$ cat src/hdl/adgain_pkg.sv
// package: register map, reset values, gain tables and carriers
package adgain_pkg;

    // ==========================================================
    // register indices (byte address is four times the index)
    localparam logic [7:0] IDX_QUAD = 8'h2A;
    localparam logic [7:0] IDX_DUAL = 8'h2B;
    localparam logic [7:0] IDX_CFG = 8'h33;
    localparam logic [7:0] IDX_TRIM0 = 8'h34;
    localparam logic [7:0] IDX_TRIM1 = 8'h35;
    localparam logic [7:0] IDX_TRIM2 = 8'h36;
    localparam logic [7:0] IDX_TRIM3 = 8'h37;
    localparam logic [7:0] IDX_MODE = 8'h38;
    localparam logic [7:0] IDX_STAT = 8'h39;
    localparam logic [7:0] IDX_SATCNT = 8'h3A;

    // ==========================================================
    // reset values and writable bits
    localparam logic [15:0] QUAD_RST = 16'h0000;
    localparam logic [15:0] DUAL_RST = 16'h0000;
    localparam logic [15:0] CFG_RST = 16'h0001;
    localparam logic [15:0] TRIM_RST = 16'h0000;
    localparam logic [1:0] MODE_RST = 2'h0;
    localparam logic [15:0] SATCNT_RST = 16'h0000;
    localparam logic [15:0] QUAD_MASK = 16'hFFFF;
    localparam logic [15:0] DUAL_MASK = 16'h0FFF;
    localparam logic [15:0] CFG_MASK = 16'h0003;
    localparam logic [15:0] TRIM_MASK = 16'h7F7F;
    localparam logic [15:0] MODE_MASK = 16'h0003;

    // ==========================================================
    // field positions
    localparam int CFG_TABLE_BIT = 0;
    localparam int CFG_TRIM_BIT = 1;
    localparam int SINGLE_LSB = 8;
    localparam int TRIM_HI_LSB = 8;
    localparam int STAT_SAT_BIT = 0;
    localparam int STAT_LVL_LSB = 1;
    localparam int BUF_DEPTH = 2;

    // ==========================================================
    // channel modes, gray along quad, dual, single
    typedef enum logic [1:0] {
        MODE_QUAD = 2'h0,
        MODE_DUAL = 2'h1,
        MODE_SINGLE = 2'h3
    } adgain_mode_e;

    // ==========================================================
    // gains as unsigned q8 (coarse) and q13 (fine) factors
    localparam logic [14:0] COARSE_UNITY = 15'h0100;
    localparam logic [14:0] FINE_UNITY = 15'h2000;
    localparam logic [14:0] DB_TAB [0:12] = '{
        15'h0100, 15'h011F, 15'h0142, 15'h016A, 15'h0196, 15'h01C7,
        15'h01FF, 15'h023D, 15'h0283, 15'h02D1, 15'h032A, 15'h038C,
        15'h03FB};
    localparam logic [14:0] LIN_TAB [0:13] = '{
        15'h0100, 15'h0140, 15'h0200, 15'h0280, 15'h0400, 15'h0500,
        15'h0800, 15'h0A00, 15'h0C80, 15'h1000, 15'h1400, 15'h1900,
        15'h2000, 15'h3200};
    localparam logic [3:0] DB_LAST = 4'hC;
    localparam logic [3:0] LIN_LAST = 4'hD;

    // coarse code to factor; unused codes fall back to unity
    function automatic logic [14:0] adgain_coarse(input logic lin,
                                                  input logic [3:0] c);
        logic [14:0] f;
        f = COARSE_UNITY;
        if (lin && c <= LIN_LAST) begin
            f = LIN_TAB[c];
        end else if (!lin && c <= DB_LAST) begin
            f = DB_TAB[c];
        end
        return f;
    endfunction

    // fine code: sign bit picks add or ones-complement subtract
    function automatic logic [14:0] adgain_fine(input logic [6:0] c);
        logic [14:0] f;
        f = c[6] ? 15'(FINE_UNITY - {9'h000, ~c[5:0]})
                 : 15'(FINE_UNITY + {9'h000, c[5:0]});
        return f;
    endfunction

    // ==========================================================
    // stream carriers
    typedef struct packed {
        logic [7:0] data;
        logic [2:0] branch;
        logic [1:0] chan;
    } adgain_smp_s;

    typedef struct packed {
        logic [7:0] data;
        logic [1:0] chan;
        logic sat;
    } adgain_res_s;

endpackage

$ cat src/hdl/adgain_mult.sv
// module: combinational coarse and fine gain with saturation
`timescale 1ns/100ps
module adgain_mult import adgain_pkg::*; (
    input wire logic [7:0] din,
    input wire logic [14:0] coarse,
    input wire logic [14:0] fine,
    output logic [7:0] dout,
    output logic sat
);
    logic signed [7:0] s8;
    logic signed [39:0] prod;
    logic signed [39:0] rnd;
    logic signed [18:0] q;

    // offset binary in; 21 fraction bits kept until the final round
    always_comb begin
        s8 = $signed({~din[7], din[6:0]});
        prod = s8 * $signed({1'b0, coarse}) * $signed({1'b0, fine}); // RULE_04
        rnd = prod + 40'sh0000100000;
        q = rnd[39:21];
        sat = (q > 19'sh0007F) || (q < -19'sh00080);
        if (q > 19'sh0007F) begin
            dout = 8'hFF; // RULE_13
        end else if (q < -19'sh00080) begin
            dout = 8'h00; // RULE_13
        end else begin
            dout = {~q[7], q[6:0]};
        end
    end
endmodule

$ cat src/hdl/adgain_buf.sv
// module: two-entry result buffer, all outputs from flops
`timescale 1ns/100ps
module adgain_buf import adgain_pkg::*; (
    input wire logic pclk,
    input wire logic presetn,
    input wire logic in_valid,
    output logic in_ready,
    input wire adgain_res_s in_data,
    output logic out_valid,
    input wire logic out_ready,
    output adgain_res_s out_data,
    output logic [1:0] level
);
    adgain_res_s spare_r;
    logic [1:0] cnt_nxt;
    logic push;
    logic pop;

    assign push = in_valid && in_ready;
    assign pop = out_valid && out_ready;
    assign cnt_nxt = 2'(level + {1'b0, push} - {1'b0, pop});

    // occupancy and the handshake flags, registered from next count
    always_ff @(posedge pclk or negedge presetn) begin
        if (!presetn) begin
            level <= 2'h0;
            in_ready <= 1'b0;
            out_valid <= 1'b0;
        end else begin
            level <= cnt_nxt;
            in_ready <= (cnt_nxt != 2'(BUF_DEPTH));
            out_valid <= (cnt_nxt != 2'h0);
        end
    end

    // head entry drives the output; spare soaks up a stall
    always_ff @(posedge pclk or negedge presetn) begin
        if (!presetn) begin
            out_data <= '0;
            spare_r <= '0;
        end else begin
            if (pop && level == 2'h2) begin
                out_data <= spare_r;
            end else if (push && (level == 2'h0 || pop)) begin
                out_data <= in_data;
            end
            if (push && ((level == 2'h1 && !pop) || level == 2'h2)) begin
                spare_r <= in_data;
            end
        end
    end
endmodule

$ cat src/hdl/adgain_top.sv
// module: digital gain stage with apb registers and stream buffer
//
// Overview of operation
// RULE_01 - each output channel has its own four-bit coarse gain code.
// RULE_02 - config bit 0 picks dB steps (0) or linear factors (1), reset 1.
// RULE_03 - in dB mode codes 0 to 12 give 0 to 12 dB, 13 to 15 unused.
// RULE_04 - the product keeps fraction bits so low gains miss no codes.
// RULE_05 - config bit 1 enables fine trim, reset off, off means unity.
// RULE_06 - the quad register holds four nibbles, channel 1 lowest.
// RULE_07 - the dual register holds channel 1 and 2 in its low byte.
// RULE_08 - the single-mode code sits in bits 11 to 8 of the dual register.
// RULE_09 - eight seven-bit trims sit two per register, odd branch low; the code puts the odd branch in the high field.
// RULE_10 - in linear mode codes 0 to 13 map to 1x through 50x.
// RULE_11 - trim scales by one plus or minus weights 2^-8 to 2^-13.
// RULE_12 - the channel mode picks which coarse field is applied.
// RULE_13 - results past eight bits clamp to the nearest full scale.
`timescale 1ns/100ps
module adgain_top import adgain_pkg::*; (
    input wire logic pclk,
    input wire logic presetn,
    input wire logic psel,
    input wire logic penable,
    input wire logic pwrite,
    input wire logic [9:0] paddr,
    input wire logic [31:0] pwdata,
    input wire logic [3:0] pstrb,
    output logic [31:0] prdata,
    output logic pready,
    output logic pslverr,
    input wire logic s_valid,
    output logic s_ready,
    input wire adgain_smp_s s_smp,
    output logic m_valid,
    input wire logic m_ready,
    output adgain_res_s m_res
);

    // ==========================================================
    // helpers

    // byte-lane merge of a 16-bit register under its writable mask
    function automatic logic [15:0] merge(input logic [15:0] old,
                                          input logic [15:0] wd,
                                          input logic [1:0] strb,
                                          input logic [15:0] mask);
        logic [15:0] lanes;
        lanes = {{8{strb[1]}}, {8{strb[0]}}} & mask;
        return (old & ~lanes) | (wd & lanes);
    endfunction

    // one four-bit code out of a packed word
    function automatic logic [3:0] nib(input logic [15:0] w,
                                       input logic [1:0] i);
        return w[{i, 2'b00} +: 4];
    endfunction

    // ==========================================================
    // declarations

    logic [15:0] quad_r;
    logic [15:0] dual_r;
    logic [15:0] cfg_r;
    logic [15:0] trim_r [0:3];
    logic [1:0] mode_r;
    logic sat_sticky_r;
    logic [15:0] sat_cnt_r;
    logic [7:0] idx;
    logic aligned;
    logic hit;
    logic [15:0] rd_val;
    logic wr_en;
    logic wr_stat;
    logic wr_cnt;
    logic [3:0] coarse_code;
    logic [15:0] trim_word;
    logic [6:0] trim_code;
    logic [14:0] coarse_f;
    logic [14:0] fine_f;
    logic [7:0] gain_out;
    logic gain_sat;
    logic take;
    logic sat_evt;
    adgain_res_s res;
    logic [1:0] buf_level;

    // ==========================================================
    // apb decode

    // word index; low address bits must be zero for a legal access
    assign idx = paddr[9:2];
    assign aligned = (paddr[1:0] == 2'b00);

    // a write lands only at the completing edge of the access phase
    assign wr_en = psel && penable && pready && pwrite && aligned && hit;
    assign wr_stat = wr_en && idx == IDX_STAT && pstrb[0];
    assign wr_cnt = wr_en && idx == IDX_SATCNT && (|pstrb[1:0]);

    // read mux; reserved bits and unmapped words read zero
    always_comb begin
        rd_val = 16'h0000;
        hit = 1'b1;
        case (idx)
            IDX_QUAD: begin
                rd_val = quad_r;
            end
            IDX_DUAL: begin
                rd_val = dual_r;
            end
            IDX_CFG: begin
                rd_val = cfg_r;
            end
            IDX_TRIM0, IDX_TRIM1, IDX_TRIM2, IDX_TRIM3: begin
                rd_val = trim_r[idx[1:0]];
            end
            IDX_MODE: begin
                rd_val = {14'h0000, mode_r};
            end
            IDX_STAT: begin
                rd_val[STAT_SAT_BIT] = sat_sticky_r;
                rd_val[STAT_LVL_LSB +: 2] = buf_level;
            end
            IDX_SATCNT: begin
                rd_val = sat_cnt_r;
            end
            default: begin
                hit = 1'b0;
            end
        endcase
    end

    // zero wait states: pready rises for the first access cycle
    always_ff @(posedge pclk or negedge presetn) begin
        if (!presetn) begin
            pready <= 1'b0;
        end else begin
            pready <= psel && !penable;
        end
    end

    // read data and error are captured in the setup cycle
    always_ff @(posedge pclk or negedge presetn) begin
        if (!presetn) begin
            prdata <= 32'h00000000;
            pslverr <= 1'b0;
        end else if (psel && !penable) begin
            prdata <= (aligned && !pwrite) ? {16'h0000, rd_val}
                                           : 32'h00000000;
            pslverr <= !(aligned && hit);
        end else if (!psel) begin
            pslverr <= 1'b0;
        end
    end

    // ==========================================================
    // gain registers

    // coarse codes for quad mode, four nibbles
    always_ff @(posedge pclk or negedge presetn) begin
        if (!presetn) begin
            quad_r <= QUAD_RST; // RULE_06
        end else if (wr_en && idx == IDX_QUAD) begin
            quad_r <= merge(quad_r, pwdata[15:0], pstrb[1:0],
                            QUAD_MASK); // RULE_06
        end
    end

    // dual-mode codes low byte, single-mode code in the third nibble
    always_ff @(posedge pclk or negedge presetn) begin
        if (!presetn) begin
            dual_r <= DUAL_RST; // RULE_07 RULE_08
        end else if (wr_en && idx == IDX_DUAL) begin
            dual_r <= merge(dual_r, pwdata[15:0], pstrb[1:0],
                            DUAL_MASK); // RULE_07 RULE_08
        end
    end

    // table select and trim enable
    always_ff @(posedge pclk or negedge presetn) begin
        if (!presetn) begin
            cfg_r <= CFG_RST; // RULE_02 RULE_05
        end else if (wr_en && idx == IDX_CFG) begin
            cfg_r <= merge(cfg_r, pwdata[15:0], pstrb[1:0],
                           CFG_MASK); // RULE_02 RULE_05
        end
    end

    // branch trims, two seven-bit fields per word
    always_ff @(posedge pclk or negedge presetn) begin
        if (!presetn) begin
            for (int i = 0; i < 4; i++) begin
                trim_r[i] <= TRIM_RST; // RULE_09
            end
        end else if (wr_en && idx[7:2] == IDX_TRIM0[7:2]) begin
            trim_r[idx[1:0]] <= merge(trim_r[idx[1:0]], pwdata[15:0],
                                      pstrb[1:0], TRIM_MASK); // RULE_09
        end
    end

    // channel mode; an unlisted code behaves as single mode
    always_ff @(posedge pclk or negedge presetn) begin
        if (!presetn) begin
            mode_r <= MODE_RST;
        end else if (wr_en && idx == IDX_MODE && pstrb[0]) begin
            mode_r <= pwdata[1:0] & MODE_MASK[1:0];
        end
    end

    // ==========================================================
    // gain selection

    // mode decides which field drives the sample's channel
    always_comb begin
        case (mode_r)
            MODE_QUAD: begin
                coarse_code = nib(quad_r, s_smp.chan); // RULE_12 RULE_01
            end
            MODE_DUAL: begin
                coarse_code = nib(dual_r, {1'b0, s_smp.chan[0]}); // RULE_12
            end
            default: begin
                coarse_code = dual_r[SINGLE_LSB +: 4]; // RULE_12 RULE_08
            end
        endcase
    end

    // branch n lives in word n/2; odd branch high, even branch low
    always_comb begin
        trim_word = trim_r[s_smp.branch[2:1]];
        trim_code = s_smp.branch[0] ? trim_word[TRIM_HI_LSB +: 7]
                                    : trim_word[6:0]; // RULE_09
    end

    // table lookup for both interpretations, unity fine when off
    assign coarse_f = adgain_coarse(cfg_r[CFG_TABLE_BIT],
                                    coarse_code); // RULE_02 RULE_03 RULE_10
    assign fine_f = cfg_r[CFG_TRIM_BIT] ? adgain_fine(trim_code)
                                        : FINE_UNITY; // RULE_05 RULE_11

    // ==========================================================
    // datapath

    // multiply is applied on top of the analog full-scale setting
    adgain_mult u_mult (
        .din(s_smp.data),
        .coarse(coarse_f),
        .fine(fine_f),
        .dout(gain_out),
        .sat(gain_sat)
    );

    // one sample per accepted handshake; the buffer stalls the source
    assign take = s_valid && s_ready;
    assign sat_evt = take && gain_sat;
    assign res.data = gain_out;
    assign res.chan = s_smp.chan;
    assign res.sat = gain_sat;

    // two entries so a stalled sink loses nothing
    adgain_buf u_buf (
        .pclk(pclk),
        .presetn(presetn),
        .in_valid(s_valid),
        .in_ready(s_ready),
        .in_data(res),
        .out_valid(m_valid),
        .out_ready(m_ready),
        .out_data(m_res),
        .level(buf_level)
    );

    // ==========================================================
    // saturation status

    // sticky flag, write one to clear; a new clip beats the clear
    always_ff @(posedge pclk or negedge presetn) begin
        if (!presetn) begin
            sat_sticky_r <= 1'b0;
        end else if (sat_evt) begin
            sat_sticky_r <= 1'b1; // RULE_13
        end else if (wr_stat && pwdata[STAT_SAT_BIT]) begin
            sat_sticky_r <= 1'b0;
        end
    end

    // clip counter, stops at all ones so it never wraps to zero
    always_ff @(posedge pclk or negedge presetn) begin
        if (!presetn) begin
            sat_cnt_r <= SATCNT_RST;
        end else if (wr_cnt) begin
            sat_cnt_r <= sat_evt ? 16'h0001 : SATCNT_RST;
        end else if (sat_evt && sat_cnt_r != 16'hFFFF) begin
            sat_cnt_r <= 16'(sat_cnt_r + 16'h0001);
        end
    end

endmodule

$ cat config.mk
export PLATFORM = sky130hd
export DESIGN_NAME = adgain_top
export DESIGN_NICKNAME = d
export VERILOG_FILES = /design/src/hdl/adgain_pkg.sv /design/src/hdl/adgain_mult.sv /design/src/hdl/adgain_buf.sv /design/src/hdl/adgain_top.sv
export SDC_FILE = /design/constraint.sdc
export NUM_CORES = 1
export LEC_CHECK = 0
export BUFFER_PORTS_ARGS = -buffer_cell sky130_fd_sc_hd__buf_2
export CAP_MARGIN = 20
export CORE_MARGIN = 1
export CORE_UTILIZATION = 50
export DETAILED_ROUTE_END_ITERATION = 16
export GPL_TIMING_DRIVEN = 0
export PLACE_DENSITY = 0.7
export SYNTH_ARGS = -nofsm -noshare
export SYNTH_HDL_FRONTEND = slang
export SYNTH_SLANG_ARGS = --single-unit
$ cat constraint.sdc
create_clock -name pclk -period 15.63 [get_ports pclk]
set_input_delay 0.7815 -clock pclk [delete_from_list [all_inputs] [get_ports pclk]]
set_output_delay 0.7815 -clock pclk [all_outputs]
set_load 0.01 [all_outputs]
==> flow_metrics.tcl, run 1 <==
set metrics [dict create \
    cp-end-kind "register" \
    hold_violations 0 \
    core_area_um2 49200 \
    die_h_um 226 \
    dieWidth_um 226 \
    hpwl_mm 55.8 \
    tritoncts "done" \
    reg2reg_slack_ns 0.82 \
    finalCritPeriodShare 0.956 \
    yosysUniqueCellTypes 82 \
    arrival_ns 15.26 \
    crit_type "in2reg" \
    layout.nets 3486 \
    synth_edf_count 0 \
    root_buffer "clkbuf_16" \
    ys_seq_area_frac 0.157 \
    cts_sinks 157 \
    antenna_found_initial 1 \
    finalSetupViolations 0 \
    drive_gt1_frac 0.111 \
    cellPowerDensity_nw_per_um2 47.0 \
    holdWs_ns 0.364 \
    overflow 0 \
    grt-busiest-layer "met2" \
    synth_seq_cells 157 \
    worst_pin_slew_ns 1.03 \
    cpMostUsedCell "fa_1" \
    use_met1 0.354 \
    min_period_ns 14.94 \
    die_area_um2 51000 \
    maxCapViolations 0 \
    hp-class "in2async" \
    routedWlPerCell_um 19.2 \
    layout_commonest_cell "inv_1" \
    first_pass_iters 7 \
    finClkSkew_ns 0.00847 \
    stdcell_area_um2 27200 \
    grtUsageMet2 0.499 \
    slew_viol_final 0 \
    grt_max_degree 86 \
    ios 113 \
    critPathMaxStageDelay_ns 0.68 \
    grt_pass1_vias 21800 \
    syn_to_final_growth_pct 8.49 \
    mostFrequentLayoutCells "inv_1, fa_1, nor2_1, ha_1, nand2_1" \
    layout_setup_ws_ns 0.692 \
    dpl_worst_slack_ns -1.43 \
    place_area_um2 26400 \
    drt-initial-drc-count 1593 \
    wirelength_mm 67.8 \
    critPathSlowestCell "nor4_1" \
    drc 0 \
    yosysTopAreaCell "fa_1" \
    netlist_area_um2 25100 \
    slew_headroom 0.312 \
    synth.top_cell.area_share 0.311 \
    synth-main-ff-cell "dfrtp_1" \
    grtUsageTotal 0.285 \
    gp_congestion 0.944 \
    ant_nets 0 \
    synth_cells 2729 \
    portBuffers 71 \
    cts_buffers 17 \
    max-vdd-ir-drop_uv 120 \
    status "complete, no violations" \
    power_mw 1.28 \
    clock_latency_ns 0.44 \
    critPathLaunchType "input port" \
    grt_pass1_wl_mm 113 \
    clk_pin_slew_ns 0.06 \
    start_util 0.510 \
    via_per_inst 5.71 \
    clock.fmax_ghz 0.0669 \
    required_ns 15.95 \
    yosysWarnings 0 \
    avgSynthCellArea_um2 9.19 \
    num_rows 81 \
    h-tree-depth 4 \
    use_met3 0.0341 \
    async_flop_share 1.00 \
    clock_path_buffers 2 \
    p_leak_nw 13.8 \
    crit_start "s_smp[0]" \
    cp_max_fo 12 \
    vias 20100 \
    synth_area_leaders "fa_1, dfrtp_1, ha_1" \
]
## power breakdown
| group | internal [mW] | total, mW | switching [mW] |
|---|---|---|---|
| sequential | 0.446 | 0.476 | 0.0301 |
| combinational | 0.147 | 0.387 | 0.241 |
| clock | 0.231 | 0.416 | 0.186 |
## metrics by stage
| stage | util | cells | setup TNS, ns |
|---|---|---|---|
| detailed placement | 0.537 | 3484 | -41.99 |
| finish | 0.553 | 3522 | 0 |
| global placement | 0.535 | 3479 | -36.60 |
| CTS | 0.550 | 3516 | 0 |
| floorplan | - | 2744 | 0 |
| global route | 0.553 | 3521 | -0.186 |
## worst paths after layout
check / end / cells after the start
max reg2reg: u_buf.spare_r[3] / 52
min reg2reg: trim_r[23] / 1
max: u_buf.spare_r[3] / 53
min: u_buf.spare_r[4] / 1
min in group pclk: trim_r[23] / 1
max in group asynchronous: trim_r[21] / 2
## metal layers
| layer | wire [µm] | vias up |
|---|---|---|
| met3 | 4170 | 181 |
| met1 | 26700 | 10200 |
| met5 | 17 | - |
| li1 | - | 8905 |
| met2 | 33600 | 815 |
| met4 | 3220 | 2 |
## layout make-up
cell class              instances  area [µm²]
clock buffers                  18         439
flip-flops and latches        157        3930
fillers                      4423       22000
well taps                     664         831
diodes                          1        2.50
plain buffers                 124         579
clock inverters                14         149
multi-input cells            1906       18700
repair buffers                 81         452
inverters                     557        2090
## worst max-delay path, delay by kind of cell
family / cells / cell delay, ns
AOI/OAI and AO/OA: 21 / 4.15
and+or+nand+nor: 4 / 1.49
xor gates and xnor gates: 2 / 0.68
muxes: 2 / 0.80
adders and majority gates: 14 / 5.82
buffers and inverters: 10 / 1.50
## cell families (layout without fill, tap and decap cells)
family,count (synthesis),count (layout),synth area share
other,1,17,0.000150
AO/OA/AOI/OAI,375,375,0.104
flip-flops,157,157,0.157
buffers and inverters,681,794,0.106
XOR/XNOR,54,54,0.0189
adder cells (fa/ha/maj),576,576,0.404
AND/OR/NAND/NOR,766,766,0.144
multiplexers,119,119,0.0674
## Yosys cell counts (6+ instances only)
master    number
o21a_1         6
o31ai_1       11
o21ai_0       76
clkbuf_1      98
a22oi_1        7
o22ai_1        6
nand2_1      183
inv_1        554
a211oi_1      10
a31oi_1        7
and2_1        57
fa_1         389
nor3_1        23
a222oi_1      14
a22o_1        22
xnor2_1       36
a21oi_1      100
nor2b_1       25
ha_1         187
dfrtp_1      156
mux2i_1       36
mux2_2        48
xor2_1        18
nand3_1       33
nor4_1        13
o211ai_1       6
or3_1         11
nor2_1       286
buf_4         16
nand2b_1      35
nand4_1       19
mux4_2        35
or2_2         48
a21o_1        38
o21bai_1      13
and3_1        15
## repair_timing
item / 4_1_cts / 5_1_grt
hold endpoints to repair: 0 / 0
resized for setup: 13 / 39
endpoints found under the setup margin: 35 / 35
pin swaps: 0 / 2
setup buffers: 0 / 2
hold buffers: 0 / 0
No activity file was read; power rests on OpenSTA's default activity.
==> run 2, diff against run 1 <==
==> constraint.sdc (replaced) <==
create_clock -name pclk -period 16 [get_ports pclk]
set_input_delay 0.8 -clock pclk [delete_from_list [all_inputs] [get_ports pclk]]
set_output_delay 0.8 -clock pclk [all_outputs]
set_load 0.01 [all_outputs]
==> run 2 against run 1 <==
Clock power shrank 2%; die area did not move; sequential share of layout area about the same; critical path depth unchanged; cell count about the same; count of clock-buffer cells in the layout unchanged; non-clock buffer count shrank 1; register-to-register slack better by 0.05 ns; critical path type unchanged; largest cell class unchanged.
==> flow_metrics.tcl, run 2 (synthesis results as in run 1) <==
set metrics [dict create \
    arrival_ns 15.59 \
    clock.fmax_ghz 0.0656 \
    h-tree-depth 4 \
    cp-end-kind "register" \
    fillers 4428 \
    wirelength_mm 67.9 \
    instances_no_fill 3521 \
    cts_sinks 157 \
    finClkSkew_ns 0.00814 \
    syn_to_final_growth_pct 8.23 \
    slew_headroom 0.328 \
    critPathSlowestCell "fa_1" \
    maxCapViolations 0 \
    cp_max_fo 12 \
    cts_buffers 17 \
    antenna_found_initial 1 \
    hpwl_mm 55.8 \
    max-vdd-ir-drop_uv 118 \
    clk_pin_slew_ns 0.06 \
    clock_latency_ns 0.44 \
    grt_pass1_vias 21800 \
    min_period_ns 15.24 \
    vias 20100 \
    start_util 0.510 \
    grtUsageTotal 0.285 \
    drt-initial-drc-count 1584 \
    portBuffers 71 \
    via_per_inst 5.72 \
    hold_violations 0 \
    crit_type "in2reg" \
    grt_max_degree 86 \
    tritoncts "done" \
    required_ns 16.35 \
    tns_ns 0 \
    core_area_um2 49200 \
    drc 0 \
    drive_gt1_frac 0.110 \
    clock_path_buffers 2 \
    gp_congestion 0.944 \
    reg2reg_depth 53 \
    status "complete, no violations" \
    root_buffer "clkbuf_16" \
    finalCritPeriodShare 0.953 \
    dieWidth_um 226 \
    layout_commonest_cell "inv_1" \
    finalSetupViolations 0 \
    cpMostUsedCell "fa_1" \
    ctsHoldBuffers 0 \
    layout.nets 3485 \
    cellPowerDensity_nw_per_um2 46.0 \
    critPathMaxStageDelay_ns 0.56 \
    power_mw 1.25 \
    hp-class "in2async" \
    rsz0062_at_grt "false" \
    dp.cells 3484 \
    num_rows 81 \
    ant_nets 0 \
    worst_pin_slew_ns 1.00 \
    grt_pass1_wl_mm 113 \
    critPathLaunchType "input port" \
    p_leak_nw 13.8 \
    first_pass_iters 7 \
    die_h_um 226 \
    slew_viol_final 0 \
    overflow 0 \
    routedWlPerCell_um 19.3 \
    ios 113 \
    die_area_um2 51000 \
    mostFrequentLayoutCells "inv_1, fa_1, nor2_1, ha_1, nand2_1" \
]
## run 2: per-stage QoR
stage	util	hold WS [ns]	instance area, µm²	setup slack (ns)
2_1_floorplan	-	0.424	25100	1.91
3_3_place_gp	0.535	0.436	26300	-0.902
3_5_place_dp	0.537	0.446	26400	-1.08
4_1_cts	0.549	0.409	27000	0.0928
5_1_grt	0.552	0.450	27100	0.0451
6_report	0.552	0.381	27100	0.759
## run 2: path summary, 6_finish.rpt
kind | slack [ns] | start | endpoint
worst max-delay path | 0.76 | s_smp[0] | sat_cnt_r[11]
worst min-delay path | 0.38 | presetn | u_buf.spare_r[4]
worst max register to register | 0.87 | mode_r[1] | sat_cnt_r[11]
worst min register to register | 0.46 | trim_r[23] | trim_r[23]
max in group asynchronous | 14.74 | presetn | trim_r[5]
min in group pclk | 0.46 | trim_r[23] | trim_r[23]
## run 2: layout make-up
class	instances	area (µm²)	share of cell area
repair buffers	80	444	0.0164
flip-flops and latches	157	3930	0.145
multi-input cells	1906	18700	0.688
well taps	664	831	0.0306
clock inverters	14	149	0.00549
clock buffers	18	439	0.0162
diodes	1	2.50	0.0000922
inverters	557	2090	0.0771
plain buffers	124	573	0.0211
## run 2: where the power goes
part	leakage, nW	switching, mW	internal (mW)
clock network	0.295	0.181	0.225
logic	11.4	0.234	0.142
registers	2.13	0.0290	0.436
## run 2: critical path: cells and delay by family
| kind | cells | cell delay [ns] |
|---|---|---|
| fa+ha+maj | 14 | 5.92 |
| compound gates | 19 | 4.09 |
| simple gates | 7 | 2.16 |
| buf+inv | 10 | 1.57 |
| mux | 2 | 0.72 |
| xor+xnor | 1 | 0.29 |
## run 2: timing repair
| action | in CTS | in global routing |
|---|---|---|
| resized for setup | 7 | 31 |
| pin swaps | 0 | 1 |
| endpoints found under the setup margin | 33 | 35 |
| buffers inserted | 0 | 1 |
## run 2: routing by layer
layer  track usage  vias up  share of wire
met5             0        -        0.00025
li1              -     8911              -
met1         0.354    10200           0.40
met2         0.498      796           0.49
met3        0.0341      175          0.062
met4         0.125        2          0.045
